$ cat src/hw/sdrci_defs.svh
// constants for the sdram command sequencing block
`ifndef SDRCI_DEFS_SVH
`define SDRCI_DEFS_SVH

// ****************************************
// geometry
// ****************************************
`define SDRCI_ROW_W 11
`define SDRCI_COL_W 8
`define SDRCI_BANKS 4
`define SDRCI_REF_ROW_W 12
`define SDRCI_BEAT_W 9
`define SDRCI_FULL_PAGE_BEATS 9'h100

// ****************************************
// mode register fields on the address pins
// ****************************************
`define SDRCI_MODE_BL_LSB 0
`define SDRCI_MODE_RL_LSB 4
`define SDRCI_BL_FULL_PAGE 3'h7
`define SDRCI_BL_RESET 3'h0
`define SDRCI_RL_RESET 3'h3
`define SDRCI_AUTO_PRE_BIT 10

// ****************************************
// timing in whole clocks, wake-up in refresh commands
// ****************************************
`define SDRCI_MODE_LOAD_TO_COMMAND_GAP 2'h2
`define SDRCI_WAKE_REFRESHES 2'h2

`endif

$ cat src/hw/sdrci_pkg.sv
// types shared by the sdram command sequencing block
`default_nettype none
package sdrci_pkg;

  // ****************************************
  // command pins, sampled on the rising edge
  // ****************************************
  typedef struct packed {
    logic cs_n;
    logic ras_n;
    logic cas_n;
    logic we_n;
  } sdrci_cmd_s;

  // ras_n, cas_n, we_n with chip select low
  typedef enum logic [2:0] {
    SDRCI_MODE_LOAD = 3'h0,
    SDRCI_REFRESH = 3'h1,
    SDRCI_PRECHARGE = 3'h2,
    SDRCI_ACTIVATE = 3'h3,
    SDRCI_WRITE = 3'h4,
    SDRCI_READ = 3'h5,
    SDRCI_BURST_STOP = 3'h6,
    SDRCI_NOP = 3'h7
  } sdrci_op_e;

  // power-up, initialising, ready (gray order)
  typedef enum logic [1:0] {
    SDRCI_PWRUP = 2'h0,
    SDRCI_INIT = 2'h1,
    SDRCI_READY = 2'h3
  } sdrci_phase_e;

  typedef struct packed {
    sdrci_phase_e phase;
    logic [1:0] wake_cnt;
    logic mode_done;
    logic [2:0] burst_length;
    logic [2:0] read_latency;
    logic [3:0] bank_open;
    logic [11:0] ref_row;
    logic [7:0] col;
    logic [1:0] gap_cnt;
    logic [2:0] lat_cnt;
    logic [8:0] beats;
    logic full_run;
    logic is_read;
    logic dq_oe;
    logic ap_pend;
    logic [1:0] ap_bank;
    logic timing_err;
  } sdrci_state_s;

endpackage
`default_nettype wire

$ cat src/hw/sdrci_top.sv
// device-side command sequencer of a four-bank sdram
// What this block does
// - data outputs high impedance during initialisation
// - auto refresh uses internal row counter
// - whole clock spacings hold at any period
// - full-page burst leaves row open
// - column address ignores A8 and A9
`include "sdrci_defs.svh"
`default_nettype none
module sdrci_top (
  input wire logic sys_clk,
  input wire logic rstn,
  input wire logic cke,
  input wire sdrci_pkg::sdrci_cmd_s cmd,
  input wire logic [1:0] ba,
  input wire logic [10:0] addr,
  output logic dq_oe,
  output logic ready,
  output logic [3:0] bank_open,
  output logic [11:0] refresh_row,
  output logic [7:0] col_addr,
  output logic timing_err
);

  // ****************************************
  // reset release
  // ****************************************
  logic [1:0] rst_sync_q;
  logic rst_n;

  always_ff @(posedge sys_clk or negedge rstn) begin
    if (!rstn) begin
      rst_sync_q <= 2'h0;
    end else begin
      rst_sync_q <= {rst_sync_q[0], 1'b1};
    end
  end

  assign rst_n = rst_sync_q[1];

  // ****************************************
  // helpers
  // ****************************************
  function automatic logic [8:0] burst_beats(input logic [2:0] code);
    logic [8:0] n;
    n = 9'h1;
    if (code == `SDRCI_BL_FULL_PAGE) begin
      n = `SDRCI_FULL_PAGE_BEATS;
    end else if (code[2] == 1'b0) begin
      n = 9'(9'h1 << code[1:0]);
    end
    return n;
  endfunction

  // ****************************************
  // command decode
  // ****************************************
  sdrci_pkg::sdrci_op_e op;
  logic act;

  always_comb begin
    act = cke && !cmd.cs_n;
    op = act ? sdrci_pkg::sdrci_op_e'({cmd.ras_n, cmd.cas_n, cmd.we_n}) : sdrci_pkg::SDRCI_NOP;
  end

  // ****************************************
  // state
  // ****************************************
  sdrci_pkg::sdrci_state_s s_q;
  sdrci_pkg::sdrci_state_s s_d;

  always_comb begin
    s_d = s_q;
    if (cke) begin
      if (s_q.gap_cnt != 2'h0) begin
        s_d.gap_cnt = s_q.gap_cnt - 2'h1;
      end
      // read data window and burst end
      if (s_q.lat_cnt > 3'h1) begin
        s_d.lat_cnt = s_q.lat_cnt - 3'h1;
      end else if (s_q.lat_cnt == 3'h1) begin
        s_d.lat_cnt = 3'h0;
        s_d.dq_oe = s_q.is_read && s_q.phase == sdrci_pkg::SDRCI_READY;
      end else if (s_q.beats != 9'h0 && !s_q.full_run) begin
        s_d.beats = s_q.beats - 9'h1;
        if (s_q.beats == 9'h1) begin
          s_d.dq_oe = 1'b0;
          if (s_q.ap_pend) begin
            s_d.bank_open[s_q.ap_bank] = 1'b0;
            s_d.ap_pend = 1'b0;
          end
        end
      end
      if (act && s_q.phase == sdrci_pkg::SDRCI_PWRUP) begin
        s_d.phase = sdrci_pkg::SDRCI_INIT;
      end
      case (op)
        sdrci_pkg::SDRCI_MODE_LOAD: begin
          s_d.burst_length = addr[`SDRCI_MODE_BL_LSB +: 3];
          s_d.read_latency = addr[`SDRCI_MODE_RL_LSB +: 3];
          s_d.mode_done = 1'b1;
          s_d.gap_cnt = `SDRCI_MODE_LOAD_TO_COMMAND_GAP - 2'h1;
        end
        sdrci_pkg::SDRCI_REFRESH: begin
          s_d.ref_row = s_q.ref_row + 12'h1;
          if (s_q.wake_cnt != `SDRCI_WAKE_REFRESHES) begin
            s_d.wake_cnt = s_q.wake_cnt + 2'h1;
          end
          if (s_q.gap_cnt != 2'h0) begin
            s_d.timing_err = 1'b1;
          end
        end
        sdrci_pkg::SDRCI_ACTIVATE: begin
          s_d.bank_open[ba] = 1'b1;
          if (s_q.gap_cnt != 2'h0) begin
            s_d.timing_err = 1'b1;
          end
        end
        sdrci_pkg::SDRCI_PRECHARGE: begin
          if (addr[`SDRCI_AUTO_PRE_BIT]) begin
            s_d.bank_open = 4'h0;
          end else begin
            s_d.bank_open[ba] = 1'b0;
          end
          s_d.full_run = 1'b0;
          s_d.beats = 9'h0;
          s_d.lat_cnt = 3'h0;
          s_d.dq_oe = 1'b0;
          s_d.ap_pend = 1'b0;
        end
        sdrci_pkg::SDRCI_READ, sdrci_pkg::SDRCI_WRITE: begin
          s_d.col = addr[`SDRCI_COL_W-1:0];
          s_d.is_read = op == sdrci_pkg::SDRCI_READ;
          s_d.beats = burst_beats(s_q.burst_length);
          s_d.full_run = s_q.burst_length == `SDRCI_BL_FULL_PAGE;
          s_d.ap_pend = addr[`SDRCI_AUTO_PRE_BIT] && !s_d.full_run;
          s_d.ap_bank = ba;
          if (op == sdrci_pkg::SDRCI_READ) begin
            s_d.lat_cnt = s_q.read_latency;
            s_d.dq_oe = 1'b0;
          end else begin
            s_d.lat_cnt = 3'h0;
            s_d.dq_oe = 1'b0;
          end
        end
        sdrci_pkg::SDRCI_BURST_STOP: begin
          s_d.full_run = 1'b0;
          s_d.beats = 9'h0;
          s_d.lat_cnt = 3'h0;
          s_d.dq_oe = 1'b0;
        end
        default: begin
        end
      endcase
      if (s_q.phase == sdrci_pkg::SDRCI_INIT && s_d.mode_done
          && s_d.wake_cnt == `SDRCI_WAKE_REFRESHES) begin
        s_d.phase = sdrci_pkg::SDRCI_READY;
      end
      if (s_d.phase != sdrci_pkg::SDRCI_READY) begin
        s_d.dq_oe = 1'b0;
      end
    end
  end

  always_ff @(posedge sys_clk or negedge rst_n) begin
    if (!rst_n) begin
      s_q <= '{phase: sdrci_pkg::SDRCI_PWRUP, burst_length: `SDRCI_BL_RESET,
               read_latency: `SDRCI_RL_RESET, default: '0};
    end else begin
      s_q <= s_d;
    end
  end

  assign dq_oe = s_q.dq_oe;
  // phase bit 1 is set only in the ready phase
  assign ready = s_q.phase[1];
  assign bank_open = s_q.bank_open;
  assign refresh_row = s_q.ref_row;
  assign col_addr = s_q.col;
  assign timing_err = s_q.timing_err;

  // ****************************************
  // checks
  // ****************************************
  init_high_z_a: assert property (
    @(posedge sys_clk) disable iff (!rst_n)
    s_q.phase != sdrci_pkg::SDRCI_READY |-> !dq_oe)
    else $error("data outputs driven before initialisation ends");

  refresh_count_a: assert property (
    @(posedge sys_clk) disable iff (!rst_n)
    op == sdrci_pkg::SDRCI_REFRESH |=> refresh_row == $past(refresh_row) + 12'h1)
    else $error("refresh row counter did not advance");

  mode_gap_a: assert property (
    @(posedge sys_clk) disable iff (!rst_n)
    op == sdrci_pkg::SDRCI_MODE_LOAD
    ##1 (op == sdrci_pkg::SDRCI_REFRESH || op == sdrci_pkg::SDRCI_ACTIVATE) |=> timing_err)
    else $error("command too soon after mode load not flagged");

  full_page_open_a: assert property (
    @(posedge sys_clk) disable iff (!rst_n)
    (op == sdrci_pkg::SDRCI_READ && s_q.burst_length == `SDRCI_BL_FULL_PAGE
     && bank_open[ba]) ##1 (op == sdrci_pkg::SDRCI_NOP)[*3] |=> bank_open[$past(ba, 4)])
    else $error("full-page burst closed its row");

  column_mask_a: assert property (
    @(posedge sys_clk) disable iff (!rst_n)
    (op == sdrci_pkg::SDRCI_READ || op == sdrci_pkg::SDRCI_WRITE)
    |=> col_addr == $past(addr[7:0]))
    else $error("column address not taken from A0 to A7");

endmodule
`default_nettype wire

$ cat config.mk
export PLATFORM = sky130hd
export DESIGN_NAME = sdrci_top
export DESIGN_NICKNAME = d
export VERILOG_FILES = /design/src/hw/sdrci_pkg.sv /design/src/hw/sdrci_top.sv
export VERILOG_INCLUDE_DIRS = /design/src /design/src/hw
export SDC_FILE = /design/constraint.sdc
export NUM_CORES = 1
export LEC_CHECK = 0
export BUFFER_PORTS_ARGS = -buffer_cell sky130_fd_sc_hd__buf_4
export CORE_ASPECT_RATIO = 0.9
export CORE_MARGIN = 2
export CORE_UTILIZATION = 30
export DETAILED_ROUTE_END_ITERATION = 12
export MAX_ROUTING_LAYER = met4
export SLEW_MARGIN = 20
export SYNTH_ARGS = -nofsm -noshare
export SYNTH_HDL_FRONTEND = slang
export SYNTH_SLANG_ARGS = --single-unit
$ cat constraint.sdc
create_clock -name sys_clk -period 2.05 [get_ports sys_clk]
set_input_delay 0 -clock sys_clk [delete_from_list [all_inputs] [get_ports sys_clk]]
set_output_delay 0 -clock sys_clk [all_outputs]
set_load 0.005 [all_outputs]
==> results_dict.tcl <==
set metrics [dict create \
    start_util 0.312 \
    swShare 0.322 \
    place.detailed.hpwl_um 4860 \
    leakage_uw 0.00178 \
    clock_latency_ns 0.32 \
    syn2layout_area_growth_pct 26.0 \
    worstPathRequired_ns 2.26 \
    power_density_mw_per_mm2 1140 \
    p_comb_frac 0.315 \
    io_buffers 44 \
    place_area_sq_mm 0.00342 \
    seq_power_share 0.375 \
    cts_buffers 9 \
    timing.rr.start "s_q[16]" \
    grt_use_total 0.135 \
    clock-sinks 58 \
    final_cell_area_sq_mm 0.00385 \
    dieArea_sq_mm 0.0110 \
    min_from "cmd[3]" \
    rsz0062_at_grt "false" \
    insertedDiodeCount 0 \
    critPathArrivalTime_ns 2.20 \
    drt-total-wl_um 6820 \
    post_cts_buffers 0 \
    cts-root-buf "clkbuf_16" \
    critPathCaptureType "register" \
    holdPathEnd "timing_err" \
    cp_cell_sequence "or3_4, or4b_4, nor3_4, a41oi_1, a221o_1" \
    yosys_warnings 0 \
    fp.dieW_um 110 \
    io_pins 47 \
    grt_pass1_wl_um 11600 \
    synth_edf_count 0 \
    ys_types 57 \
    drv_slew 0 \
    core_sq_mm 0.00978 \
    final_cell_mix "dfrtp_1, buf_4, nand2_1" \
    crit_slowest_cell "or4b_4" \
    drt_first_pass_iters 4 \
    chipHeight_um 99.8 \
    netlist_area_sq_mm 0.00306 \
    drt_iter0_markers 97 \
    intPower_uw 2980 \
    r2r_end "bank_open[3]" \
    p_switching_uw 1420 \
    drc 0 \
    finalHoldViolCount 0 \
    globalplace.congestion 0.901 \
    finalSetupViolCount 0 \
    maxCapViolCount 0 \
    routed_via_density 4.85 \
    min_period_ns 1.99 \
    path_max_fanout 3 \
    finalCritPeriodShare 0.972 \
    grt_pass1_vias 2410 \
    synth_top_area_frac 0.458 \
    rows 34 \
    route.vias.total 2444 \
    grt_overflow 0 \
    syn_nets 352 \
    drive_gt1_frac 0.228 \
    synthArstFlopShare 1.00 \
    grt_start_max_net_pins 57 \
    cts_buffer_depth 2 \
    fmax_mhz 502 \
    fin_tns_setup_ns 0 \
    yosys.area.top_type "dfrtp_1" \
    status "completed" \
    pwr-share-clk 0.311 \
    yosys_register_bits 58 \
    synth_ff_type "dfrtp_1" \
    ff2ff_setup_slack_ns 0.06 \
    fill_cells 972 \
    path_class "register to register" \
    reg2reg_depth 5 \
    cts_max_level 3 \
    synth_area_leaders "dfrtp_1, buf_4, nand2_1" \
    clkTransAtPathRegs_ns 0.05 \
    seq_area_frac_synth 0.476 \
    cts_tree "done" \
    route.detailed.wl_per_inst_um 13.5 \
    clock_skew_ns 0.00856 \
    ant_nets 0 \
    crit_buf_inv 0 \
    cp_top_family "simple AND/OR/NAND/NOR gates" \
    peakVddDrop_mv 0.380 \
    synth_area_per_cell_sq_um 9.43 \
    antenna_found_initial 0 \
    syn_inst 324 \
    hp-class "primary input to register" \
    startpoint_type "register" \
    min_path_cells 3 \
    max_stage_delay_ns 0.54 \
    fin_nets 401 \
]
==> final cells by class <==
cell class,count,area [sq um],share of cell area
Inverter,19,71.3,0.0185
Tap cell,126,158,0.0409
Timing Repair Buffer,71,583,0.151
Multi-Input combinational cell,214,1310,0.340
Clock buffer,14,264,0.0685
Sequential cell,58,1460,0.378
Clock inverter,2,12.5,0.00325
==> power by group through the flow <==
stage	clock network, uW	registers [uW]	logic [uW]
floorplan	0	1630	955
global placement	0	1650	1310
detailed placement	0	1660	1350
CTS	1400	1640	1380
global route	1460	1690	1550
finish	1370	1650	1380
==> Yosys cell counts, drive strengths merged, types with 2 or more instances <==
cell / n
dfrtp: 56
nand2: 46
buf: 27
a21oi: 20
inv: 19
o21ai: 19
nor2: 18
nand3: 12
nor3: 11
xnor2: 9
ha: 8
clkbuf: 6
and3: 5
mux2: 5
nand4: 4
o22ai: 4
a21o: 3
a31oi: 3
nand4b: 3
nor2b: 3
nor3b: 3
nor4: 3
o31ai: 3
or3: 3
xor2: 3
dfstp: 2
nand2b: 2
nand3b: 2
==> metal layers <==
metal	up-vias	part of all wire	wire (um)	track usage
met5	-	0	0	-
met4	0	0.0082	56	0.0462
met3	5	0.038	256	0.0451
met2	36	0.46	3170	0.200
met1	1196	0.49	3340	0.173
li1	1207	-	-	-
==> worst reg2reg max path, delay by kind of cell, from the launching register on <==
family          cells  cell delay (ns)
simple gates        3             1.10
compound gates      2             0.41
flops               1             0.37
==> flip-flops by register name (all words and copies together) (netlist names) <==
name	flops
col_addr	8
dq_oe	1
ready	1
refresh_row	12
timing_err	1
bank_open	4
s_q	29
rst_sync_q	2
==> repair_timing <==
item	in CTS	in global routing
hold buffers	15	0
hold endpoints to repair	21	0
setup endpoints to repair	0	2
gates resized for setup	0	1
==> logic make-up (layout without fill, tap and decap cells) <==
family | after synthesis | after routing | share of synthesized area
xor gates and xnor gates | 12 | 12 | 0.0344
adders and majority gates | 9 | 9 | 0.0360
muxes | 6 | 6 | 0.0217
other | 1 | 1 | 0.00123
and+or+nand+nor | 123 | 123 | 0.209
DFF | 58 | 58 | 0.476
AOI/OAI and AO/OA | 63 | 63 | 0.124
buffers and inverters | 52 | 106 | 0.0982
==> metrics by stage <==
step           total power, uW  hold WS, ns  utilization  instances  worst slack [ns]
2_1_floorplan             2590       -0.296            -        324            0.0435
3_3_place_gp              2960       -0.217        0.349        473            0.0277
3_5_place_dp              3010       -0.216        0.349        473           0.00284
4_1_cts                   4420       0.0185        0.393        504           0.00418
5_1_grt                   4700       0.0416        0.394        504           0.00228
6_report                  4390       0.0266        0.394        504            0.0573
==> worst max path at each step <==
stage | startpoint | endpoint | slack (ns) | cells past startpoint
floorplan | s_q[16] | bank_open[3] | 0.04 | 5
global placement | s_q[16] | bank_open[3] | 0.03 | 5
detailed placement | s_q[16] | bank_open[3] | 0.003 | 5
CTS | s_q[16] | bank_open[3] | 0.004 | 5
global route | s_q[16] | bank_open[3] | 0.002 | 5
finish | s_q[16] | bank_open[3] | 0.06 | 5
Power figures use the tool's default switching activity.
